`src/cce_pkg.sv`:
```
/*
 * Shared constants and types for the instruction execution block, plus the
 * watchdog counter that the execution block clears.
 * Assumes one clock (aclk) and a synchronous active-low reset (aresetn).
 */
`default_nettype none

package cce_pkg;
    // register byte offsets on the AXI4-Lite port
    localparam logic [11:0] OFF_CMD = 12'h000;
    localparam logic [11:0] OFF_WREG = 12'h004;
    localparam logic [11:0] OFF_LATCH = 12'h008;
    localparam logic [11:0] OFF_PC = 12'h00C;
    localparam logic [11:0] OFF_STATUS = 12'h010;
    localparam logic [11:0] OFF_STACK = 12'h014;
    localparam logic [11:0] OFF_WDT = 12'h018;
    // file register window: 0x200..0x3FC, one byte per word
    localparam logic [2:0] FILE_SEL = 3'h1;
    localparam int FILE_DEPTH = 128;
    localparam int STACK_DEPTH = 16;
    // status bit positions
    localparam int ST_ZERO = 0;
    localparam int ST_PD_N = 1;
    localparam int ST_TO_N = 2;
    localparam int ST_BUSY = 3;
    // reset values
    localparam logic [7:0] RST_BYTE = 8'h00;
    localparam logic [14:0] RST_PC = 15'h0000;
    localparam logic [7:0] WDT_CLEAR = 8'h00;
    localparam logic [7:0] WDT_LAST = 8'hFF;
    localparam logic [1:0] RESP_OKAY = 2'h0;
    localparam logic [1:0] RESP_SLVERR = 2'h2;

    typedef enum logic [2:0] {
        OP_NOP,
        OP_CALL_VIA_WORKING,
        OP_CLEAR_FILE_REG,
        OP_CLEAR_WORKING,
        OP_KICK_WATCHDOG,
        OP_COMPLEMENT_FILE_REG,
        OP_DECREMENT_FILE_REG,
        OP_DECREMENT_SKIP_ZERO
    } cce_op_e;

    // command word: bits [2:0] op, bit 3 destination, bits [10:4] file address
    typedef struct packed {
        logic [6:0] faddr;
        logic dest;
        cce_op_e op;
    } cce_cmd_s;

    typedef enum logic {
        EX_IDLE,
        EX_SECOND
    } cce_exec_e;
endpackage : cce_pkg

/* watchdog counter with prescaler; kick clears both, wrap gives a pulse */
module cce_watchdog (
    input wire logic aclk,
    input wire logic aresetn,
    input wire logic kick,
    output logic [7:0] count,
    output logic timeout
);
    logic [7:0] presc_ff;
    logic [7:0] count_ff;
    logic timeout_ff;

    // prescaler advances the counter once per wrap
    always_ff @(posedge aclk) begin
        if (!aresetn || kick) begin
            presc_ff <= cce_pkg::WDT_CLEAR;
            count_ff <= cce_pkg::WDT_CLEAR;
        end else begin
            presc_ff <= presc_ff + 8'h01;
            if (presc_ff == cce_pkg::WDT_LAST) begin
                count_ff <= count_ff + 8'h01;
            end
        end
    end

    // one-cycle expiry pulse when the counter rolls over
    always_ff @(posedge aclk) begin
        if (!aresetn || kick) begin
            timeout_ff <= 1'b0;
        end else begin
            timeout_ff <= (presc_ff == cce_pkg::WDT_LAST) && (count_ff == cce_pkg::WDT_LAST);
        end
    end

    assign count = count_ff;
    assign timeout = timeout_ff;
endmodule : cce_watchdog

`default_nettype wire

```
`src/cce_exec.sv`:
```
/*
 * Execution unit for computed call, clear, complement, decrement,
 * decrement-and-skip and watchdog clear, with an AXI4-Lite register port.
 * Assumes an AXI4-Lite master that follows the usual valid/ready rules.
 */
// Local design decisions: register access over AXI4-Lite and the placing of the registers.
`default_nettype none

module cce_exec (
    input wire logic aclk,
    input wire logic aresetn,
    input wire logic [11:0] s_axi_awaddr,
    input wire logic s_axi_awvalid,
    output logic s_axi_awready,
    input wire logic [31:0] s_axi_wdata,
    input wire logic [3:0] s_axi_wstrb,
    input wire logic s_axi_wvalid,
    output logic s_axi_wready,
    output logic [1:0] s_axi_bresp,
    output logic s_axi_bvalid,
    input wire logic s_axi_bready,
    input wire logic [11:0] s_axi_araddr,
    input wire logic s_axi_arvalid,
    output logic s_axi_arready,
    output logic [31:0] s_axi_rdata,
    output logic [1:0] s_axi_rresp,
    output logic s_axi_rvalid,
    input wire logic s_axi_rready
);
    logic awready_ff, wready_ff, bvalid_ff, arready_ff, rvalid_ff, aw_held_ff, w_held_ff;
    logic [1:0] bresp_ff, rresp_ff;
    logic [31:0] rdata_ff, wdata_ff;
    logic [11:0] awaddr_ff;
    logic [3:0] wstrb_ff, sp_ff;
    logic [7:0] wreg_ff;
    logic [6:0] pc_upper_latch_ff;
    logic [14:0] pc_ff;
    logic [10:0] cmd_ff;
    logic zero_ff, timeout_flag_n_ff, powerdown_flag_n_ff;
    cce_pkg::cce_exec_e state_ff;
    logic [14:0] stack_ff [cce_pkg::STACK_DEPTH];
    logic [7:0] file_ff [cce_pkg::FILE_DEPTH];
    logic wr_fire, wr_file, wr_map, exec, to_w, to_f, z_upd, is_rmw, res_zero, kick;
    logic [6:0] wr_idx;
    cce_pkg::cce_cmd_s cmd;
    logic [7:0] fval, res, nxt_fdata, wdt_count;
    logic [14:0] pc_inc;
    logic [31:0] nxt_rdata;
    logic rd_map, wdt_timeout;
    // write is applied once both address and data are held and no answer is pending
    assign wr_fire = aw_held_ff && w_held_ff && !bvalid_ff;
    assign wr_file = awaddr_ff[11:9] == cce_pkg::FILE_SEL;
    assign wr_idx = awaddr_ff[8:2];
    assign wr_map = wr_file || awaddr_ff <= cce_pkg::OFF_WDT && awaddr_ff[1:0] == 2'h0;
    // decode of the command written to the command register
    assign cmd = cce_pkg::cce_cmd_s'(wdata_ff[10:0]);
    assign exec = wr_fire && awaddr_ff == cce_pkg::OFF_CMD && state_ff == cce_pkg::EX_IDLE;
    assign kick = exec && cmd.op == cce_pkg::OP_KICK_WATCHDOG;
    assign is_rmw = cmd.op == cce_pkg::OP_COMPLEMENT_FILE_REG
        || cmd.op == cce_pkg::OP_DECREMENT_FILE_REG
        || cmd.op == cce_pkg::OP_DECREMENT_SKIP_ZERO;
    assign fval = file_ff[cmd.faddr];
    assign res = cmd.op == cce_pkg::OP_COMPLEMENT_FILE_REG
        ? ~fval : fval - 8'h01;
    assign res_zero = res == 8'h00;
    assign to_w = exec
        && (is_rmw && !cmd.dest || cmd.op == cce_pkg::OP_CLEAR_WORKING);
    assign to_f = exec
        && (is_rmw && cmd.dest || cmd.op == cce_pkg::OP_CLEAR_FILE_REG);
    assign nxt_fdata = cmd.op == cce_pkg::OP_CLEAR_FILE_REG ? 8'h00 : res;
    // skip variant leaves status alone, so only these two follow the result
    assign z_upd = exec && (cmd.op == cce_pkg::OP_COMPLEMENT_FILE_REG
        || cmd.op == cce_pkg::OP_DECREMENT_FILE_REG);
    assign pc_inc = pc_ff + 15'h0001;
    // write address channel: one held address, ready dropped until the answer is taken
    always_ff @(posedge aclk) begin
        if (!aresetn) begin
            awready_ff <= 1'b1;
            aw_held_ff <= 1'b0;
            awaddr_ff <= 12'h000;
        end else if (s_axi_awvalid && awready_ff) begin
            awready_ff <= 1'b0;
            aw_held_ff <= 1'b1;
            awaddr_ff <= s_axi_awaddr;
        end else if (wr_fire) begin
            aw_held_ff <= 1'b0;
        end else if (bvalid_ff && s_axi_bready) begin
            awready_ff <= 1'b1;
        end
    end
    // write data channel, taken independently of the address
    always_ff @(posedge aclk) begin
        if (!aresetn) begin
            wready_ff <= 1'b1;
            w_held_ff <= 1'b0;
            wdata_ff <= 32'h0000_0000;
            wstrb_ff <= 4'h0;
        end else if (s_axi_wvalid && wready_ff) begin
            wready_ff <= 1'b0;
            w_held_ff <= 1'b1;
            wdata_ff <= s_axi_wdata;
            wstrb_ff <= s_axi_wstrb;
        end else if (wr_fire) begin
            w_held_ff <= 1'b0;
        end else if (bvalid_ff && s_axi_bready) begin
            wready_ff <= 1'b1;
        end
    end
    // write response one cycle after both halves are held
    always_ff @(posedge aclk) begin
        if (!aresetn) begin
            bvalid_ff <= 1'b0;
            bresp_ff <= cce_pkg::RESP_OKAY;
        end else if (wr_fire) begin
            bvalid_ff <= 1'b1;
            bresp_ff <= wr_map ? cce_pkg::RESP_OKAY : cce_pkg::RESP_SLVERR;
        end else if (s_axi_bready) begin
            bvalid_ff <= 1'b0;
        end
    end
    // last command word, kept for read-back
    always_ff @(posedge aclk) begin
        if (!aresetn) begin
            cmd_ff <= 11'h000;
        end else if (exec) begin
            cmd_ff <= wdata_ff[10:0];
        end
    end
    // second cycle of call and of a taking skip; busy shows in status
    always_ff @(posedge aclk) begin
        if (!aresetn) begin
            state_ff <= cce_pkg::EX_IDLE;
        end else if (exec && (cmd.op == cce_pkg::OP_CALL_VIA_WORKING
                || cmd.op == cce_pkg::OP_DECREMENT_SKIP_ZERO && res_zero)) begin
            state_ff <= cce_pkg::EX_SECOND;
        end else begin
            state_ff <= cce_pkg::EX_IDLE; // others finish in one cycle
        end
    end
    // working register: instruction result has priority over a bus write
    always_ff @(posedge aclk) begin
        if (!aresetn) begin
            wreg_ff <= cce_pkg::RST_BYTE;
        end else if (to_w) begin
            wreg_ff <= cmd.op == cce_pkg::OP_CLEAR_WORKING ? 8'h00 : res;
        end else if (wr_fire && awaddr_ff == cce_pkg::OFF_WREG && wstrb_ff[0]) begin
            wreg_ff <= wdata_ff[7:0];
        end
    end
    // upper program counter latch, software owned
    always_ff @(posedge aclk) begin
        if (!aresetn) begin
            pc_upper_latch_ff <= 7'h00;
        end else if (wr_fire && awaddr_ff == cce_pkg::OFF_LATCH && wstrb_ff[0]) begin
            pc_upper_latch_ff <= wdata_ff[6:0];
        end
    end
    // program counter: call jumps, a taking skip steps over the discarded word
    always_ff @(posedge aclk) begin
        if (!aresetn) begin
            pc_ff <= cce_pkg::RST_PC;
        end else if (exec && cmd.op == cce_pkg::OP_CALL_VIA_WORKING) begin
            pc_ff <= {pc_upper_latch_ff, wreg_ff};
        end else if (exec && cmd.op == cce_pkg::OP_DECREMENT_SKIP_ZERO && res_zero) begin
            pc_ff <= pc_ff + 15'h0002;
        end else if (exec) begin
            pc_ff <= pc_inc;
        end else if (wr_fire && awaddr_ff == cce_pkg::OFF_PC) begin
            pc_ff[7:0] <= wstrb_ff[0] ? wdata_ff[7:0] : pc_ff[7:0];
            pc_ff[14:8] <= wstrb_ff[1] ? wdata_ff[14:8] : pc_ff[14:8];
        end
    end
    // return stack pointer; wraps silently on overflow, like a circular stack
    always_ff @(posedge aclk) begin
        if (!aresetn) begin
            sp_ff <= 4'h0;
        end else if (exec && cmd.op == cce_pkg::OP_CALL_VIA_WORKING) begin
            sp_ff <= sp_ff + 4'h1;
        end
    end
    // stack entries and file registers, one process per entry
    for (genvar i = 0; i < cce_pkg::STACK_DEPTH; i++) begin : g_stack
        always_ff @(posedge aclk) begin
            if (!aresetn) begin
                stack_ff[i] <= cce_pkg::RST_PC;
            end else if (exec && cmd.op == cce_pkg::OP_CALL_VIA_WORKING
                    && sp_ff == 4'(i)) begin
                stack_ff[i] <= pc_inc; // return address
            end
        end
    end
    for (genvar i = 0; i < cce_pkg::FILE_DEPTH; i++) begin : g_file
        always_ff @(posedge aclk) begin
            if (!aresetn) begin
                file_ff[i] <= cce_pkg::RST_BYTE;
            end else if (to_f && cmd.faddr == 7'(i)) begin
                file_ff[i] <= nxt_fdata;
            end else if (wr_fire && wr_file && wr_idx == 7'(i) && wstrb_ff[0]) begin
                file_ff[i] <= wdata_ff[7:0];
            end
        end
    end
    // zero flag; instruction effect wins over a bus write in the same cycle
    always_ff @(posedge aclk) begin
        if (!aresetn) begin
            zero_ff <= 1'b0;
        end else if (exec && (cmd.op == cce_pkg::OP_CLEAR_FILE_REG
                || cmd.op == cce_pkg::OP_CLEAR_WORKING)) begin
            zero_ff <= 1'b1;
        end else if (z_upd) begin
            zero_ff <= res_zero;
        end else if (wr_fire && awaddr_ff == cce_pkg::OFF_STATUS && wstrb_ff[0]) begin
            zero_ff <= wdata_ff[cce_pkg::ST_ZERO];
        end
    end
    // active-low timeout and powerdown flags; kick wins over an expiry
    always_ff @(posedge aclk) begin
        if (!aresetn) begin
            timeout_flag_n_ff <= 1'b1;
            powerdown_flag_n_ff <= 1'b1;
        end else if (kick) begin
            timeout_flag_n_ff <= 1'b1;
            powerdown_flag_n_ff <= 1'b1;
        end else if (wdt_timeout) begin
            timeout_flag_n_ff <= 1'b0;
        end
    end
    // watchdog counter and prescaler, cleared by the kick
    cce_watchdog u_watchdog (
        .aclk(aclk),
        .aresetn(aresetn),
        .kick(kick),
        .count(wdt_count),
        .timeout(wdt_timeout)
    );
    // read decode
    always_comb begin
        nxt_rdata = 32'h0000_0000;
        rd_map = 1'b1;
        if (s_axi_araddr[11:9] == cce_pkg::FILE_SEL) begin
            nxt_rdata[7:0] = file_ff[s_axi_araddr[8:2]];
        end else begin
            unique case (s_axi_araddr)
                cce_pkg::OFF_CMD: nxt_rdata[10:0] = cmd_ff;
                cce_pkg::OFF_WREG: nxt_rdata[7:0] = wreg_ff;
                cce_pkg::OFF_LATCH: nxt_rdata[6:0] = pc_upper_latch_ff;
                cce_pkg::OFF_PC: nxt_rdata[14:0] = pc_ff;
                cce_pkg::OFF_STATUS: begin
                    nxt_rdata[cce_pkg::ST_ZERO] = zero_ff;
                    nxt_rdata[cce_pkg::ST_PD_N] = powerdown_flag_n_ff;
                    nxt_rdata[cce_pkg::ST_TO_N] = timeout_flag_n_ff;
                    nxt_rdata[cce_pkg::ST_BUSY] = state_ff == cce_pkg::EX_SECOND;
                end
                cce_pkg::OFF_STACK: nxt_rdata[19:0] = {1'b0, sp_ff, stack_ff[sp_ff - 4'h1]};
                cce_pkg::OFF_WDT: nxt_rdata[7:0] = wdt_count;
                default: rd_map = 1'b0;
            endcase
        end
    end
    // read channel: answer one cycle after the address is taken
    always_ff @(posedge aclk) begin
        if (!aresetn) begin
            arready_ff <= 1'b1;
            rvalid_ff <= 1'b0;
            rdata_ff <= 32'h0000_0000;
            rresp_ff <= cce_pkg::RESP_OKAY;
        end else if (s_axi_arvalid && arready_ff) begin
            arready_ff <= 1'b0;
            rvalid_ff <= 1'b1;
            rdata_ff <= nxt_rdata;
            rresp_ff <= rd_map ? cce_pkg::RESP_OKAY : cce_pkg::RESP_SLVERR;
        end else if (rvalid_ff && s_axi_rready) begin
            rvalid_ff <= 1'b0;
            arready_ff <= 1'b1;
        end
    end
    assign s_axi_awready = awready_ff;
    assign s_axi_wready = wready_ff;
    assign s_axi_bvalid = bvalid_ff;
    assign s_axi_bresp = bresp_ff;
    assign s_axi_arready = arready_ff;
    assign s_axi_rvalid = rvalid_ff;
    assign s_axi_rdata = rdata_ff;
    assign s_axi_rresp = rresp_ff;
endmodule : cce_exec

`default_nettype wire

```
`config.mk`:
```
export PLATFORM = sky130hd
export DESIGN_NAME = cce_exec
export DESIGN_NICKNAME = d
export VERILOG_FILES = /design/src/cce_pkg.sv /design/src/cce_exec.sv
export SDC_FILE = /design/constraint.sdc
export NUM_CORES = 2
export LEC_CHECK = 0
export BUFFER_PORTS_ARGS = -buffer_cell sky130_fd_sc_hd__buf_2
export CAP_MARGIN = 10
export CORE_UTILIZATION = 35
export DETAILED_ROUTE_END_ITERATION = 6
export PLACE_DENSITY = 0.56
export SETUP_SLACK_MARGIN = 0.4
export SYNTH_ARGS = -nofsm -noshare
export SYNTH_HDL_FRONTEND = slang
export SYNTH_SLANG_ARGS = --single-unit
```
`constraint.sdc`:
```
create_clock -name aclk -period 4.4 [get_ports aclk]
set_input_delay 0.66 -clock aclk [delete_from_list [all_inputs] [get_ports aclk]]
set_output_delay 0.66 -clock aclk [all_outputs]
set_load 0.01 [all_outputs]
```
==> results.md <==
- Final min period: 4.95 ns
- Starting density of the core: 35.2%
- Via count: 66200
- Fraction of layout cells with a size suffix above 1: 32.3%
- Crit end category: register
- Core Rows: 172
- Worst Hold End: wdata_ff[14]
- H-tree depth: 4
- GPL Wtd Cong: 1.01
- Worst hold path depth: 3
- Final Hold Vio Count: 0
- # setup viols final: 638
- Post-synth top area share: 49.0%
- CP arrival: 5.55 ns
- DR iter-0 viols: 10800
- Synthesized area per cell: 11.8 sq um
- Total global routing overflow: 0
- IO Pins: 108
- HP Class: input pin to register
- Inserted Clock Buffers: 163
- Worst-margin pin slew: 1.23 ns
- Hold Buf Count CTS: 0
- Clk root buf: clkbuf_16
- Top FF cell, synth: edfxtp_1
- DRC errors left: 8
- Clock Skews: 0.0554 ns
- Violated checks: design-rule violations, negative setup slack
- VDD IR-drop max: 447 uV
- Number of enable flip-flop cells after synthesis: 1264
- Worst reg2reg setup slack: -0.55 ns
- Worst Setup Slack post-DPL: -0.832 ns
- RSZ-0062 raised after global routing: yes
- Detailed-placement wirelength estimate: 236 mm
- CTS Buffer Depth: 3
- Post-synthesis sequential area ratio: 52.4%
- TritonCTS clock tree: done
- Antenna violations before repair: 25
- Post-synth top area cell: edfxtp_1
- Post-route ant nets: 0
- Core Area: 220000 sq um
- Hold Slack: 0.0572 ns
- Slew Limit Headroom: 18.2%
- FFs w/ async S/R, synth: 0%
- Cell variety after synth: 84
- Synthesized area: 77400 sq um
- Die W: 472 um
- Filler cell count: 20100
- WL/cell: 35.3 um
- Synth cell count leaders: 1374 x nand2_1, 1264 x edfxtp_1, 1029 x o21ai_0
- Clk_lat worst skew: 0.87 ns
- CTS clk-pin slew, worst paths: 0.07 ns
- Max Clock Freq: 202 MHz
- Setup crit start kind: register
- Fin crit share: 113%
- First-pass GRT wire length: 475 mm
- Reg2reg path depth: 18
- Outcome: complete, but fails checks
- Synth Instances: 6586
- Clock Sinks: 1393
- Critical path type: register to register
- Count of nets after finishing: 7156
- Die area: 223000 sq um
- Register area: 40600 sq um
- Most common cell in the netlist: nand2_1
- Slew Limit Fails: 0
- Number of synthesized register bits: 1393
- Synth area leaders: edfxtp_1 49%, mux4_2 19%, nand2_1 6.7%
- DIE HEIGHT: 472 um
- Area delta synth->final: 24.2%
- WL final: 360 mm
- TritonRoute pass-1 iters: 7
- Synth Warn #: 0
- CP Data Required Time: 5.00 ns
- Largest net degree at the start of global routing: 149
- Vias/cell: 6.50
- GRT Overall Usage: 30.0%
- Pwr per Cell Area: 404 nW/um^2
- Vias in the first global route: 61000
- Hold_sp: s_axi_wdata[14]
- Maxcap violations: 0
- Core Util, Final: 43.8%
- Crit Path Max Fanout: 7
- Worst R2R End: file_ff[34][6]
- Port Buffers: 73
- Area of the multi-input gates: 36400 sq um
- Setup_tns: -208.25 ns
- P_leak: 32.0 nW
- Final setup margin: -0.553 ns
-- registers in the layout (all words and copies together), names as in the netlist, 2 cells and up, named ones only --
signal,flops
wreg_ff,8
cmd_ff,11
u_watchdog.presc_ff,8
wstrb_ff,2
s_axi_rdata,19
wdata_ff,15
stack_ff,240
pc_ff,15
pc_upper_latch_ff,7
file_ff,1024
awaddr_ff,12
sp_ff,4
u_watchdog.count,8
-- cell families (layout without fill, tap and decap cells) --
kind of cell	after synthesis	count (layout)	synth area share [%]
other cells	1	30	0.00484
mux	764	764	20.6
buf+inv	651	1262	3.42
xor+xnor	41	41	0.464
simple gates	2211	2211	11.6
flops	1393	1393	52.4
fa+ha+maj	10	10	0.162
compound gates	1515	1515	11.3
-- critical path: stages, from the launching register on --
cell       delay, ns
dfxtp_4         0.38
buf_12          0.15
buf_12          0.13
buf_12          0.12
mux4_2          0.49
mux4_2          0.59
mux4_2          0.61
mux2i_4         0.21
inv_2           0.05
or3b_4          0.43
o41ai_4         0.43
buf_4           0.18
nor2_2          0.04
buf_6           0.12
nand2_8         0.13
buf_12          0.18
buf_12          0.13
clkbuf_16       0.19
o21ai_2         0.06
-- metrics by stage --
step / std cells / instance area, sq um / power [mW]
final: 10200 / 96100 / 38.8
after detailed placement: 9714 / 85600 / 21.4
after floorplan: 6600 / 77800 / 18.1
after global placement: 9714 / 85600 / 21.4
after global routing: 10200 / 96100 / 39.2
after CTS: 10000 / 91900 / 35.9
-- report_power, final --
part           switching [mW]  internal, mW
logic                    5.74          3.81
clock network            6.09          8.01
registers               0.359          14.8
total                    12.2          26.6
-- final cells by class --
class | count | share of cell area (%)
Inverter | 26 | 0.107
Antenna cell | 15 | 0.0390
Multi-Input combinational cell | 4556 | 37.8
Sequential cell | 1393 | 42.2
Timing Repair Buffer | 939 | 10.3
Tap cell | 2958 | 3.85
Clock inverter | 105 | 1.22
Clock buffer | 192 | 4.41
-- how the worst max path moves through the flow --
stage                           end  startpoint
global route        file_ff[113][6]    register
finish               file_ff[34][6]    register
global placement           pc_ff[6]    register
CTS                        pc_ff[3]    register
detailed placement         pc_ff[6]    register
floorplan                  pc_ff[3]    register
-- per-layer routing --
layer,GRT usage (%),vias to the layer above,wire length (um)
met5,0,-,182
met4,18.2,24,26200
met3,10.2,1166,53700
met2,44.4,5590,154000
met1,37.9,33300,125000
li1,-,26200,-
-- repair_timing --
item,CTS,global route
buffers inserted,22,66
pin swaps,31,263
endpoints found under the setup margin,999,1723
gates cloned,11,59
resized for setup,154,824
endpoints found under the hold margin,0,0
-- cell usage in the layout, fill, tap and decap left out, types with 35 or more instances in the layout --
master and instances:
o221ai_1 115, o31ai_1 45, nand2_1 1363, o21ai_1 83
o21ai_0 618, nor2_1 526, dfxtp_1 115, nand3_1 78
edfxtp_1 1264, buf_12 120, buf_2 68, o21ai_2 320
mux4_2 665, a21oi_1 94, clkinv_1 35, buf_6 39
mux2i_1 84, clkbuf_16 207, buf_4 630
No activity file was read; power rests on OpenSTA's default activity.
